===== config.mk =====
export PLATFORM = sky130hd
export DESIGN_NAME = fsr_status_one
export DESIGN_NICKNAME = d
export VERILOG_FILES = /design/src/inc/fsr_pkg.sv /design/src/inc/fsr_cmd_if.sv /design/src/logic/fsr_shifter.sv /design/src/logic/fsr_status_one.sv
export SDC_FILE = /design/constraint.sdc
export NUM_CORES = 1
export LEC_CHECK = 0
export BUFFER_PORTS_ARGS = -buffer_cell sky130_fd_sc_hd__buf_2
export CAP_MARGIN = 20
export CORE_MARGIN = 10
export CORE_UTILIZATION = 35
export DETAILED_ROUTE_END_ITERATION = 12
export GPL_TIMING_DRIVEN = 0
export MAX_ROUTING_LAYER = met4
export SYNTH_ARGS = -nofsm -noshare
export SYNTH_HDL_FRONTEND = slang
export SYNTH_HIERARCHICAL = 1
export SYNTH_SLANG_ARGS = --single-unit

===== constraint.sdc =====
create_clock -name core_clk_i -period 5.5 [get_ports core_clk_i]
set_input_delay 0.55 -clock core_clk_i [delete_from_list [all_inputs] [get_ports core_clk_i]]
set_output_delay 0.55 -clock core_clk_i [all_outputs]
set_load 0.05 [all_outputs]

===== src/inc/fsr_pkg.sv =====
/*
  package for the first flash status register: opcodes, bit positions,
  reset values and protection granule sizes.
  assumes nothing beyond a systemverilog compiler.
*/
package fsr_pkg;
  localparam logic [7:0] OP_WRITE_ENABLE = 8'h06;
  localparam logic [7:0] OP_VOL_WRITE_ENABLE = 8'h50;
  localparam logic [7:0] OP_WRITE_STATUS_ONE = 8'h01;
  localparam logic [7:0] OP_READ_STATUS_ONE = 8'h05;
  localparam logic [7:0] OP_IND_READ = 8'h65;
  localparam logic [7:0] OP_IND_WRITE = 8'h71;
  localparam logic [7:0] IND_ADDR_STATUS_ONE = 8'h01;
  localparam int BIT_LOCK_SEL_LO = 7;
  localparam int BIT_GRANULE = 6;
  localparam int BIT_DIRECTION = 5;
  localparam int BIT_EXTENT_HI = 4;
  localparam int BIT_EXTENT_LO = 2;
  localparam int BIT_WEL = 1;
  localparam int BIT_BUSY = 0;
  localparam logic [2:0] EXTENT_RESET = 3'h0;
  localparam logic [4:0] NV_RESET = 5'h00;
  localparam logic [16:0] GRANULE_64K = 17'h10000;
  localparam logic [16:0] GRANULE_4K = 17'h01000;
  localparam logic [2:0] BIT_COUNT_LAST = 3'h7;
endpackage : fsr_pkg


===== src/inc/fsr_cmd_if.sv =====
/*
  interface carrying decoded command bytes from the shifter to the register logic.
  assumes the shifter and the register logic share core_clk_i.
*/
`timescale 1ns/10ps
interface fsr_cmd_if;
  logic byte_valid;
  logic [7:0] byte_data;
  logic frame_end;
  logic on_boundary;
  logic [7:0] tx_byte;
  logic tx_load;
  modport shifter
  (
    output byte_valid,
    output byte_data,
    output frame_end,
    output on_boundary,
    input tx_byte,
    output tx_load
  );
  modport core
  (
    input byte_valid,
    input byte_data,
    input frame_end,
    input on_boundary,
    output tx_byte,
    input tx_load
  );
endinterface : fsr_cmd_if


===== src/logic/fsr_shifter.sv =====
/*
  serial byte shifter: gathers bits msb first while chip select is low and
  shifts out the byte offered by the register logic.
  assumes sck_rise_i and sck_fall_i are single-cycle strobes in core_clk_i.
*/
`timescale 1ns/10ps
module fsr_shifter
(
  input wire logic core_clk_i,
  input wire logic rst_n_i,
  input wire logic cs_n_i,
  input wire logic sck_rise_i,
  input wire logic sck_fall_i,
  input wire logic si_i,
  output logic so_o,
  fsr_cmd_if.shifter cmd
);
  logic [2:0] bit_cnt;
  logic [2:0] next_bit_cnt;
  logic [6:0] shift_in;
  logic [6:0] next_shift_in;
  logic [7:0] shift_out;
  logic [7:0] next_shift_out;
  logic cs_d;
  logic next_cs_d;
  logic so;
  logic next_so;

  ////////////////////////////////////////////////////////////////////////////
  always_comb
  begin
    next_bit_cnt = bit_cnt;
    next_shift_in = shift_in;
    next_shift_out = shift_out;
    next_so = so;
    next_cs_d = cs_n_i;
    cmd.byte_valid = 1'b0;
    cmd.byte_data = {shift_in, si_i};
    cmd.frame_end = cs_n_i && !cs_d;
    cmd.on_boundary = (bit_cnt == 3'h0);
    cmd.tx_load = 1'b0;
    if (cs_n_i)
    begin
      next_bit_cnt = 3'h0;
      next_so = 1'b0;
    end
    else
    begin
      if (sck_rise_i)
      begin
        next_shift_in = {shift_in[5:0], si_i};
        next_bit_cnt = bit_cnt + 3'h1;
        if (bit_cnt == fsr_pkg::BIT_COUNT_LAST)
        begin
          cmd.byte_valid = 1'b1;
        end
      end
      if (sck_fall_i)
      begin
        // a fresh byte is loaded at each boundary so busy polling sees live state
        if (bit_cnt == 3'h0)
        begin
          cmd.tx_load = 1'b1;
          next_so = cmd.tx_byte[7];
          next_shift_out = {cmd.tx_byte[6:0], 1'b0};
        end
        else
        begin
          next_so = shift_out[7];
          next_shift_out = {shift_out[6:0], 1'b0};
        end
      end
    end
  end

  always_ff @(posedge core_clk_i or negedge rst_n_i)
  begin
    if (!rst_n_i)
    begin
      bit_cnt <= 3'h0;
      shift_in <= 7'h00;
      shift_out <= 8'h00;
      cs_d <= 1'b1;
      so <= 1'b0;
    end
    else
    begin
      bit_cnt <= next_bit_cnt;
      shift_in <= next_shift_in;
      shift_out <= next_shift_out;
      cs_d <= next_cs_d;
      so <= next_so;
    end
  end

  assign so_o = so;
endmodule : fsr_shifter


===== src/logic/fsr_status_one.sv =====
/*
  first status register of a serial flash with its command decode.
  assumes an external array controller reports busy and runs program/erase
  operations; the serial clock is sampled as strobes in core_clk_i.
*/
// Overview of operation
// - bit 7 with second lock bit and protect pin selects register write protection.
// - granule bit 0 gives 64 kB blocks, 1 gives 4 kB blocks.
// - direction bit 0 protects bottom up, 1 protects top down.
// - bits 4:2 pick protected extent; program or erase there is refused.
// - extent field resets to zero, nothing protected.
// - write status one command loads extent from its data byte.
// - with latch clear, program, erase and non-volatile status writes are rejected; volatile write enable still allows a flop-only status write.
// - latch clears on power-up and every device reset.
// - incomplete or unknown command abort leaves a set latch set.
// - abort clears latch only after a full modifying command was shifted.
// - write enable command sets the latch unless busy.
// - volatile write enable command leaves the latch unchanged.
// - busy bit 0 follows internal program or erase, read only.
// - read status one opcode shifts out current register byte.
// - volatile-enabled write updates flops only; write-enabled updates non-volatile copy too.
// - indirect read or write with address one reaches this register.
`timescale 1ns/10ps
module fsr_status_one
(
  input wire logic core_clk_i,
  input wire logic rst_n_i,
  input wire logic cs_n_i,
  input wire logic sck_rise_i,
  input wire logic sck_fall_i,
  input wire logic si_i,
  output logic so_o,
  input wire logic write_protect_n_i,
  input wire logic status_lock_sel_hi_i,
  input wire logic array_busy_i,
  input wire logic modify_cmd_i,
  input wire logic [23:0] modify_addr_i,
  input wire logic [23:0] array_top_i,
  output logic modify_refused_o,
  output logic [4:0] nv_image_o,
  output logic nv_write_o
);
  typedef enum {
    FSR_IDLE,
    FSR_WRITE_DATA,
    FSR_IND_ADDR,
    FSR_IND_WRITE_ADDR,
    FSR_IND_WRITE_DATA,
    FSR_READOUT,
    FSR_MODIFY_SEEN,
    FSR_IGNORE
  } fsr_state_t;

  fsr_cmd_if cmd ();

  fsr_state_t state;
  fsr_state_t next_state;
  logic status_lock_sel_lo;
  logic next_status_lock_sel_lo;
  logic protect_granule_select;
  logic next_protect_granule_select;
  logic protect_direction;
  logic next_protect_direction;
  logic [2:0] protect_extent;
  logic [2:0] next_protect_extent;
  logic write_enable_latch;
  logic next_write_enable_latch;
  logic vol_enable;
  logic next_vol_enable;
  logic [4:0] nv_image;
  logic [4:0] next_nv_image;
  logic nv_write;
  logic next_nv_write;
  logic busy_d;
  logic next_busy_d;
  logic op_running;
  logic next_op_running;
  logic [7:0] status_byte;
  logic status_locked;
  logic [23:0] extent_bytes;
  logic [23:0] granule;
  logic in_region;

  fsr_shifter i_fsr_shifter
  (
    .core_clk_i(core_clk_i),
    .rst_n_i(rst_n_i),
    .cs_n_i(cs_n_i),
    .sck_rise_i(sck_rise_i),
    .sck_fall_i(sck_fall_i),
    .si_i(si_i),
    .so_o(so_o),
    .cmd(cmd)
  );

  ////////////////////////////////////////////////////////////////////////////
  // status byte and protection decode
  assign status_byte = {status_lock_sel_lo, protect_granule_select, protect_direction,
                        protect_extent, write_enable_latch, array_busy_i};
  assign cmd.tx_byte = status_byte;

  // locked when the hardware-protect scheme is chosen with the pin low, or lock bit hi set
  assign status_locked = status_lock_sel_hi_i ||
                         (status_lock_sel_lo && !write_protect_n_i);

  // extent 7 covers the whole array, 0 covers nothing; otherwise 2^(extent-1) granules
  assign granule = protect_granule_select ? {7'h00, fsr_pkg::GRANULE_4K}
                                          : {7'h00, fsr_pkg::GRANULE_64K};
  assign extent_bytes = (protect_extent == 3'h0) ? 24'h000000 :
                        (granule << (protect_extent - 3'h1));

  always_comb
  begin
    in_region = 1'b0;
    if (protect_extent == 3'h7)
    begin
      in_region = 1'b1;
    end
    else if (protect_extent != 3'h0)
    begin
      if (protect_direction)
      begin
        in_region = (modify_addr_i > (array_top_i - extent_bytes));
      end
      else
      begin
        in_region = (modify_addr_i < extent_bytes);
      end
    end
  end

  assign modify_refused_o = modify_cmd_i && (!write_enable_latch || in_region);

  ////////////////////////////////////////////////////////////////////////////
  // command sequencing
  always_comb
  begin
    next_state = state;
    next_status_lock_sel_lo = status_lock_sel_lo;
    next_protect_granule_select = protect_granule_select;
    next_protect_direction = protect_direction;
    next_protect_extent = protect_extent;
    next_write_enable_latch = write_enable_latch;
    next_vol_enable = vol_enable;
    next_nv_image = nv_image;
    next_nv_write = 1'b0;
    next_busy_d = array_busy_i;
    next_op_running = op_running;
    // completion clears first so a write enable landing in the same cycle wins
    if (op_running && busy_d && !array_busy_i)
    begin
      next_op_running = 1'b0;
      next_write_enable_latch = 1'b0;
    end
    if (modify_cmd_i && !modify_refused_o)
    begin
      next_op_running = 1'b1;
    end
    if (cmd.byte_valid)
    begin
      case (state)
        FSR_IDLE:
        begin
          if (cmd.byte_data == fsr_pkg::OP_WRITE_ENABLE)
          begin
            next_state = FSR_IGNORE;
            if (!array_busy_i)
            begin
              next_write_enable_latch = 1'b1;
              next_vol_enable = 1'b0;
            end
          end
          else if (cmd.byte_data == fsr_pkg::OP_VOL_WRITE_ENABLE)
          begin
            next_state = FSR_IGNORE;
            next_vol_enable = 1'b1;
          end
          else if (cmd.byte_data == fsr_pkg::OP_WRITE_STATUS_ONE)
          begin
            next_state = FSR_WRITE_DATA;
          end
          else if (cmd.byte_data == fsr_pkg::OP_IND_READ)
          begin
            next_state = FSR_IND_ADDR;
          end
          else if (cmd.byte_data == fsr_pkg::OP_IND_WRITE)
          begin
            next_state = FSR_IND_WRITE_ADDR;
          end
          else if (cmd.byte_data == fsr_pkg::OP_READ_STATUS_ONE)
          begin
            next_state = FSR_READOUT;
          end
          else
          begin
            next_state = FSR_IGNORE;
          end
        end
        FSR_IND_ADDR:
        begin
          // only a write opcode reaches the data phase; the read just streams out
          next_state = FSR_IGNORE;
          if (cmd.byte_data == fsr_pkg::IND_ADDR_STATUS_ONE)
          begin
            next_state = FSR_READOUT;
          end
        end
        FSR_IND_WRITE_ADDR:
        begin
          next_state = FSR_IGNORE;
          if (cmd.byte_data == fsr_pkg::IND_ADDR_STATUS_ONE)
          begin
            next_state = FSR_IND_WRITE_DATA;
          end
        end
        FSR_WRITE_DATA, FSR_IND_WRITE_DATA:
        begin
          next_state = FSR_IGNORE;
          if ((write_enable_latch || vol_enable) && !status_locked && !array_busy_i)
          begin
            next_status_lock_sel_lo = cmd.byte_data[fsr_pkg::BIT_LOCK_SEL_LO];
            next_protect_granule_select = cmd.byte_data[fsr_pkg::BIT_GRANULE];
            next_protect_direction = cmd.byte_data[fsr_pkg::BIT_DIRECTION];
            next_protect_extent =
              cmd.byte_data[fsr_pkg::BIT_EXTENT_HI:fsr_pkg::BIT_EXTENT_LO];
            if (!vol_enable)
            begin
              next_nv_image = cmd.byte_data[7:3];
              next_nv_write = 1'b1;
              next_write_enable_latch = 1'b0;
            end
            next_vol_enable = 1'b0;
          end
          else if (write_enable_latch)
          begin
            // full command shifted while writes are barred still consumes the latch
            next_state = FSR_MODIFY_SEEN;
          end
        end
        default:
        begin
          next_state = state;
        end
      endcase
    end
    if (cmd.frame_end)
    begin
      // an abort mid-command keeps the latch: only whole modifying commands clear it
      if (state == FSR_MODIFY_SEEN)
      begin
        next_write_enable_latch = 1'b0;
      end
      next_state = FSR_IDLE;
    end
  end

  always_ff @(posedge core_clk_i or negedge rst_n_i)
  begin
    if (!rst_n_i)
    begin
      state <= FSR_IDLE;
      status_lock_sel_lo <= 1'b0;
      protect_granule_select <= 1'b0;
      protect_direction <= 1'b0;
      protect_extent <= fsr_pkg::EXTENT_RESET;
      write_enable_latch <= 1'b0;
      vol_enable <= 1'b0;
      nv_image <= fsr_pkg::NV_RESET;
      nv_write <= 1'b0;
      busy_d <= 1'b0;
      op_running <= 1'b0;
    end
    else
    begin
      state <= next_state;
      status_lock_sel_lo <= next_status_lock_sel_lo;
      protect_granule_select <= next_protect_granule_select;
      protect_direction <= next_protect_direction;
      protect_extent <= next_protect_extent;
      write_enable_latch <= next_write_enable_latch;
      vol_enable <= next_vol_enable;
      nv_image <= next_nv_image;
      nv_write <= next_nv_write;
      busy_d <= next_busy_d;
      op_running <= next_op_running;
    end
  end

  assign nv_image_o = nv_image;
  assign nv_write_o = nv_write;
endmodule : fsr_status_one


### After elaboration in Yosys (flattened, before gate mapping)

Cells that the tools add are included.

* register bits: 68
* bits in latches: 0
* memory bits (writable): 0
* bits in read-only memories: 0
* input bits: 58
* logic and storage cells: 121
* memories kept: 0

* add/sub/neg operators: 3
* $mul: 0
* divide/modulo/power cells: 0
* magnitude comparators: 2
* equal/unequal tests: 16
* shift operators: 1
* multiplexer cells: 47
* bitwise gates (word level): 2
* reductions and logical operators: 34

Operator list (count)
* case mux 32 bit (4 select lines): 1
* == test 32 x 2 -> 1 bit (second input constant): 2
* two-way mux 32 bit: 2
* == test 32 x 1 -> 1 bit (second input constant): 1
* == test 32 x 3 -> 1 bit (second input constant): 1
* == test 32 x 4 -> 1 bit (second input constant): 1
* logical NOT 32 bit: 1
* two-way mux 1 bit: 29
* == test 8 x 7 -> 1 bit (second input constant): 3
* > comparator 24 bit: 1
* less-than comparator 24 bit: 1
* two-way mux 24 bit: 1
* << shifter 17 x 3 -> 24 bit: 1
* subtractor 24 bit: 1
* two-way mux 3 bit: 7
* two-way mux 17 bit: 1
* == test 8 x 3 -> 1 bit (second input constant): 2
* nonzero test 2 bit: 5
* == test 8 x 1 -> 1 bit (second input constant): 1
* logical AND 1 bit: 8
* two-way mux 8 bit: 1
* == test 3 bit (second input constant): 2
* logical NOT 1 bit: 6
* logical NOT 3 bit: 2
* 15 further kinds: 24

### Depth between registers and ports, before layout

Gate-level depths: netlist of the first run.

* depth after elaboration: 13
* gate-level depth with buffers: 20
* mapped depth without buffers: 20

### Cells and area by module

The synthesis of the first run kept the hierarchy.

Modules (own cells, without submodules)
* fsr_status_one: times used 1, cells each 296, area an instance 2437.3 sq um, sequential area each 475.5 sq um
* fsr_shifter: times used 1, cells each 69, area an instance 908.4 sq um, sequential area each 476.7 sq um

### Worst setup path before layout of the first run

Ideal clock, no wire load.

* kind: register to output
* start: reg protect_extent[0]
* end: out modify_refused_o
* data arrival time: 4.476 ns
* required time: 4.950 ns
* setup slack: 0.474 ns
* cell stages (with the launch flop): 20
* path buffers: 0
* path through: dfrtp_1 inv_1 ha_1 xnor2_1 mux2_2 nand3_1 ha_1 a21o_1 a21o_1 a211oi_1 o31ai_1 a21oi_1 xnor2_1 ha_1 nand4_2 or4_1 or3_1 nand3_1 o21ai_1 and2_1

* word-level cells in the longest chain between the ends: 10
* elaborated cells between the ends (all ways): 14

Ends and longest elaborated chain
* from (decl): RTL line fsr_status_one.sv:64 `logic [2:0] protect_extent;`
* from (signal assigned): RTL line fsr_status_one.sv:265 `protect_extent <= fsr_pkg::EXTENT_RESET;`
* from (signal assigned): RTL line fsr_status_one.sv:279 `protect_extent <= next_protect_extent;`
* subtractor 3 x 1 -> 3 bit: RTL line fsr_status_one.sv:110 `(granule << (protect_extent - 3'h1));`
* << shifter 17 x 3 -> 24 bit: RTL line fsr_status_one.sv:110
* two-way mux 24 bit: RTL line fsr_status_one.sv:109 `assign extent_bytes = (protect_extent == 3'h0) ? 24'h000000 :`
* subtractor 24 bit: RTL line fsr_status_one.sv:123 `in_region = (modify_addr_i > (array_top_i - extent_bytes));`
* > comparator 24 bit: RTL line fsr_status_one.sv:123
* two-way mux 1 bit: RTL line fsr_status_one.sv:121 `if (protect_direction)`
* two-way mux 1 bit: RTL line fsr_status_one.sv:119 `else if (protect_extent != 3'h0)`
* two-way mux 1 bit (*): RTL line fsr_status_one.sv:115 `if (protect_extent == 3'h7)`
* logical OR 1 bit (*): RTL line fsr_status_one.sv:132 `assign modify_refused_o = modify_cmd_i && (!write_enable_latch || in_region);`
* logical AND 1 bit (*): RTL line fsr_status_one.sv:132
* to (decl): RTL line fsr_status_one.sv:39 `output logic modify_refused_o,`

Every way passes the cells marked *; elsewhere a longest branch is shown, timed or not.

### Final worst setup path of the first run

Ends and elaborated chain as after synthesis.

==> metrics.md, run 1 <==
| Metric | Value |
|---|---|
| Post-synthesis cell type count | 51 |
| Post-synth EDFFs | 0 |
| Ys async rst share | 100.0% |
| CTS tree | yes |
| Clk pwr share | 25.7% |
| Area growth syn-to-layout | 22.77% |
| Layout Cells excl Fill | 573 |
| Register area share after synthesis | 28.46% |
| DR iter-0 viols | 213 |
| Ys flop type | dfrtp_1 |
| #FFs+latches synth | 38 |
| Power share of the sequential group | 46.1% |
| Final Util | 44.25% |
| Max Cap Viol | 0 |
| Post-Synthesis Cells | 365 |
| Reg-to-reg startpoint | protect_extent[0] |
| Root Buffer | clkbuf_8 |
| CP Class | flip-flop to output pin |
| Starting Density | 36.04% |
| Clk sinks | 38 |
| Post-DP HPWL | 6433 um |
| Initial antenna violation count | 0 |
| Die W | 117.8 um |
| Data required time at the worst endpoint | 4950 ps |
| Final setup viols | 0 |
| Placed Instances | 559 |
| Synthesized cell area | 3346 um^2 |
| CP Capture Type | output pin |
| Synthesis Warnings | 6 |
| Pwr/cell area | 185.8 nW/um^2 |
| Via/cell ratio | 5.033 |
| Crit path from | protect_extent[0] |
| Die Y | 117.8 um |
| Clock latency at the later pin of the worst-skew pair | 290 ps |
| Total core area | 9284 um^2 |
| HP Class | input pin to asynchronous set/reset pin |
| Worst setup SP type | flip-flop |
| Detail Route Antenna Nets | 0 |
| Fmax | 192.3 MHz |
| RePlAce Congestion | 0.8651 |
| Minimum clock period | 5200 ps |
| Syn_area_per_cell | 9.166 um^2 |
| I/O pins | 66 |
| Slew margin rel. | 44.64% |
| Int Pwr | 520.2 uW |
| Die ar. | 13870 um^2 |
| Combinational power share | 28.2% |
| Fin nets | 555 |
| First-pass GRT wire length | 13190 um |
| Clk slew on worst S/H paths | 70 ps |
| Drt pass-1 iters | 5 |
| Endpoints failing hold | 0 |
| Fillers | 934 |
| Htree depth | 2 |
| Final clock skew | 4.688 ps |
| Row cnt | 35 |
| Vias in the first global route | 2831 |
| # diodes | 0 |
| P_sw | 242.9 uW |
| CP Max Fanout | 5 |
| Routed WL | 8056 um |
| Slew Viols, Final | 0 |
| Data arrival time of the worst path | 4650 ps |
| Ratio of cells with drive above 1 in the final layout | 31.08% |
| Status | completed |
| Setup_tns | 0 ps |
| Grt total ovfl | 0 |
| Total track usage | 11.39% |
| VDD IR-drop max | 0.1831 mV |
| Tcrit/Tclk final | 94.55% |
| Routed len/inst | 14.06 um |
| Hold_buf cts | 0 |
| FF-to-FF setup slack | 1230 ps |
| Unrepaired setup endpoints after global routing | no |
| Largest net degree at the start of global routing | 39 |
| Port bufs | 65 |
| Clock buffers created by TritonCTS | 5 |
| Slew of the pin with the lowest slew margin | 830.5 ps |
| Synthesized Nets | 477 |
| Via count | 2884 |
| Leakage | 0.001967 uW |
| Sw Ratio | 31.83% |
| DR DRC count | 0 |
| CTS Buffer Depth | 2 |
-- final cells by class --
cell class	instances	area, um^2	share of cell area, %
Clock buffer	7	86.33	2.102
Tap cell	129	161.4	3.929
Timing Repair Buffer	71	376.6	9.168
Inverter	25	93.84	2.284
Multi-Input combinational cell	294	2376	57.84
Clock inverter	1	5.005	0.1218
Buffer	8	55.05	1.340
Sequential cell	38	953.4	23.21
-- flip-flops by register name, summed over array words and instances (netlist names), 3 cells and up --
name,flops
protect_extent,3
i_fsr_shifter/shift_out,7
state,3
nv_image_o,5
i_fsr_shifter/shift_in,7
i_fsr_shifter/bit_cnt,3
-- cells by family after synthesis --
group	after synthesis	synth area share, %
xor gates and xnor gates	13	3.403
muxes	28	9.836
adders and majority gates	54	20.19
DFF	38	28.46
and+or+nand+nor	128	20.46
AOI/OAI and AO/OA	71	13.20
buffers and inverters	33	4.450
-- worst paths after layout --
check	to	depth (start not counted)
max	modify_refused_o	20
min	nv_image_o[1]	1
max reg2reg	op_running	19
min reg2reg	i_fsr_shifter/shift_out[2]	2
max in group asynchronous	protect_extent[0]	1
min in group core_clk_i	i_fsr_shifter/cs_d	1
-- timing repair --
item,4_1_cts,5_1_grt
resized for setup,14,19
buffers inserted,2,4
pin swaps,2,13
endpoints found under the hold margin,0,0
gates cloned,0,0
endpoints found under the setup margin,1,1
-- cells in the mapped netlist, types with 8 or more instances --
cell     number  area share, %
ha_1         54             20
dfrtp_1      37             28
nand2_1      35            3.9
inv_1        25            2.8
a21oi_1      24            3.6
nor2_1       23            2.6
o21ai_0      14            2.1
nand3_1      12            1.8
mux2_2       11            3.7
nor3_1       11            1.6
mux2i_1      10            3.0
nand4_1      10            1.9
o21ai_1       8            1.2
xnor2_1       8            2.1
-- stage by stage --
stage	instance area, um^2	power (uW)	worst slack, ps	hold slack (ps)
2_1_floorplan	3346	486.8	474.4	254.4
3_3_place_gp	3832	556.5	-136.7	468.8
3_5_place_dp	3832	562.9	-163.9	475.1
4_1_cts	4008	762.3	9.527	387.8
5_1_grt	4108	812.1	38.42	419.5
6_report	4108	763.1	299.7	358.7
-- layer usage --
layer	vias to the layer above	global-route usage [%]	part of all wire (%)
met3	8	2.014	3.6
met4	0	2.859	1.0
li1	1493	-	-
met1	1321	14.79	49
met5	-	-	0
met2	62	17.87	46
-- power groups by stage --
stage,logic (uW),clock network [uW],registers [uW]
6_report,215,196,352
3_3_place_gp,199,0,357
3_5_place_dp,205,0,358
5_1_grt,242,212,358
4_1_cts,208,201,353
2_1_floorplan,147,0,340
-- worst max-delay path: stages (launching register included) --
cell	delay, ps
dfrtp_2	420
inv_2	110
ha_4	190
xnor2_1	140
mux2_4	350
nand3_2	110
ha_4	220
a21o_1	170
a21o_1	210
a211oi_2	240
o31ai_1	110
a21oi_1	170
xnor2_1	90
ha_1	340
nand4_4	120
or4_4	550
or3_1	330
nand3_1	100
o21ai_2	80
and2_4	160
buf_6	140
-- cell usage in the layout, fill, tap and decap left out, types with 6 or more instances in the layout --
master	count
mux2_4	8
a21oi_1	21
ha_1	49
dfrtp_1	36
o21ai_0	12
nand3_1	10
nor3_1	10
xnor2_1	8
o21ai_1	9
buf_2	66
nand2_1	32
clkbuf_8	6
mux2_2	10
inv_1	23
mux2i_1	10
buf_4	8
nand4_1	10
nor2_1	22
Note: power is estimated with default switching activity, not from simulation.
==> run 2, diff against run 1 <==
--- a/config.mk
+++ b/config.mk
@@ -5,10 +5,12 @@
 export SDC_FILE = /design/constraint.sdc
 export NUM_CORES = 1
 export LEC_CHECK = 0
+export ABC_AREA = 1
 export BUFFER_PORTS_ARGS = -buffer_cell sky130_fd_sc_hd__buf_2
 export CAP_MARGIN = 20
 export CORE_MARGIN = 10
 export CORE_UTILIZATION = 35
+export CTS_CLUSTER_SIZE = 14
 export DETAILED_ROUTE_END_ITERATION = 12
 export GPL_TIMING_DRIVEN = 0
 export MAX_ROUTING_LAYER = met4
==> metrics.md, run 2 <==
| Metric | Value |
|---|---|
| Die Y | 122.0 um |
| Synthesized cell area | 3642 um^2 |
| Setup_tns | 0 ps |
| Pwr/cell area | 182.8 nW/um^2 |
| DR DRC count | 0 |
| Ratio of cells with drive above 1 in the final layout | 17.67% |
| Total core area | 10230 um^2 |
| Clock buffers created by TritonCTS | 5 |
| CP Class | flip-flop to output pin |
| Slew Viols, Final | 0 |
| Slew of the pin with the lowest slew margin | 868.8 ps |
| R2R cell count | 23 |
| Drt pass-1 iters | 4 |
| Worst setup SP type | flip-flop |
| Fin nets | 694 |
| Leakage | 0.002211 uW |
| Die ar. | 14890 um^2 |
| Synthesized Nets | 622 |
| Minimum clock period | 5021 ps |
| Commonest non-fill, non-tap cell in the layout | nand2_1 |
| Status | completed |
| Layout Cells excl Fill | 719 |
| Largest net degree at the start of global routing | 39 |
| First-pass GRT wire length | 15300 um |
| Clock latency at the later pin of the worst-skew pair | 290 ps |
| Critical Path, Cell by Cell | inv_1 > ha_1 > inv_1 > nor3_1 > a22oi_1 > ha_1 > a21oi_1 > o21ai_0 > a21oi_1 > nand3_1 > xor2_1 > ha_1 > nand2_1 > nor2_1 > nand2_1 > nor2_1 > nand2_1 > nand3_1 > nand2_1 > nand2_1 > nand2_1 > a21boi_1 > buf_4 |
| Data required time at the worst endpoint | 4950 ps |
| Routed WL | 9245 um |
| Syn_area_per_cell | 7.142 um^2 |
| HP Class | input pin to asynchronous set/reset pin |
| Most frequent cells in the layout | 123 x nand2_1, 74 x inv_1, 65 x buf_2 |
| Post-Synthesis Cells | 510 |
| CTS tree | yes |
| Htree depth | 2 |
| Via/cell ratio | 4.794 |
| # diodes | 0 |
| Synthesis Warnings | 6 |
| Root Buffer | clkbuf_8 |
| Port bufs | 64 |
| Data arrival time of the worst path | 4470 ps |
| Detail Route Antenna Nets | 0 |
| Routed len/inst | 12.86 um |
| Vias in the first global route | 3420 |
| I/O pins | 66 |
| CP Capture Type | output pin |
| Final instance area | 4274 um^2 |
| Clk sinks | 38 |
| Clk slew on worst S/H paths | 70 ps |
| Initial antenna violation count | 0 |
| Total track usage | 12.58% |
| Slew margin rel. | 42.08% |
| Register area | 953.4 um^2 |
| Final clock skew | 3.621 ps |
| Crit-path slowest cell | dfrtp_2 |
| Area growth syn-to-layout | 17.35% |
| Slowest stage delay, CP | 440 ps |
| RePlAce Congestion | 0.9555 |
| Grt total ovfl | 0 |
| Max Cap Viol | 0 |
| Reg-to-reg startpoint | protect_extent[0] |
| Starting Density | 35.60% |
| CP Max Fanout | 7 |
| FF-to-FF setup slack | 1490 ps |
| Fmax | 199.1 MHz |
| Fillers | 1072 |
| VDD IR-drop max | 0.1592 mV |
| Die W | 122.0 um |
| RR Endpoint | op_running |
| Top cell by count, worst path | nand2_1 |
| Row cnt | 37 |
| Final setup viols | 0 |
| Multi-input gate area | 2364 um^2 |
| Placed Instances | 710 |
| DP Area | 4133 um^2 |
| DR iter-0 viols | 200 |
| Via count | 3447 |
| Post-DP HPWL | 7721 um |
| CTS Buffer Depth | 2 |
| Endpoints failing hold | 0 |
| Tcrit/Tclk final | 91.30% |
[run 2: critical path, delay by kind of cell, from the launching register on]
family	cells	cell delay (ps)
XOR/XNOR	1	160
AND/OR/NAND/NOR	11	1180
flip-flops	1	440
adder cells (fa/ha/maj)	3	1050
buffers and inverters	3	450
AO/OA/AOI/OAI	5	910
[run 2: power by group]
part           switching, uW  internal (uW)
sequential              20.5            304
combinational            135           88.7
clock                   97.3            136
total                    253            528
[run 2: worst max-delay path by stage]
stage / startpoint / to / slack, ps
after floorplan: protect_extent[0] / modify_refused_o / 500
after detailed placement: protect_extent[0] / modify_refused_o / 340
after global routing: protect_extent[0] / modify_refused_o / -30
after global placement: protect_extent[0] / modify_refused_o / 430
final: protect_extent[0] / modify_refused_o / 480
after CTS: protect_extent[0] / modify_refused_o / 5
[run 2: layout make-up]
cell class / count / area share (%)
clock inverter: 1 / 0.7026
inverter: 78 / 6.909
multi-input combinational: 387 / 55.30
timing repair buffer: 65 / 7.728
tap: 136 / 3.981
buffer: 7 / 1.288
clock buffer: 7 / 1.786
sequential: 38 / 22.31
[run 2: timing repair]
item,4_1_cts,5_1_grt
buffers inserted,0,1
setup endpoints to repair,0,1
gates resized for setup,0,10
hold buffers,0,0
[run 2: layer usage]
layer	track usage, %	part of all wire [%]	vias to the layer above
li1	-	-	1831
met1	15.77	47	1529
met2	20.46	47	79
met3	2.498	5.3	8
met4	2.683	1.0	0
met5	-	0	-
[run 2: per-stage QoR]
step / setup WS (ps) / power (uW) / hold slack, ps / util (%)
3_3_place_gp: 432.8 / 544.9 / 461.8 / 40.39
3_5_place_dp: 344.4 / 552.4 / 469.5 / 40.39
4_1_cts: 5.084 / 788.0 / 404.3 / 41.43
6_report: 478.6 / 781.1 / 368.9 / 41.78
5_1_grt: -25.10 / 835.8 / 432.0 / 41.78
2_1_floorplan: 499.6 / 475.8 / 254.4 / -
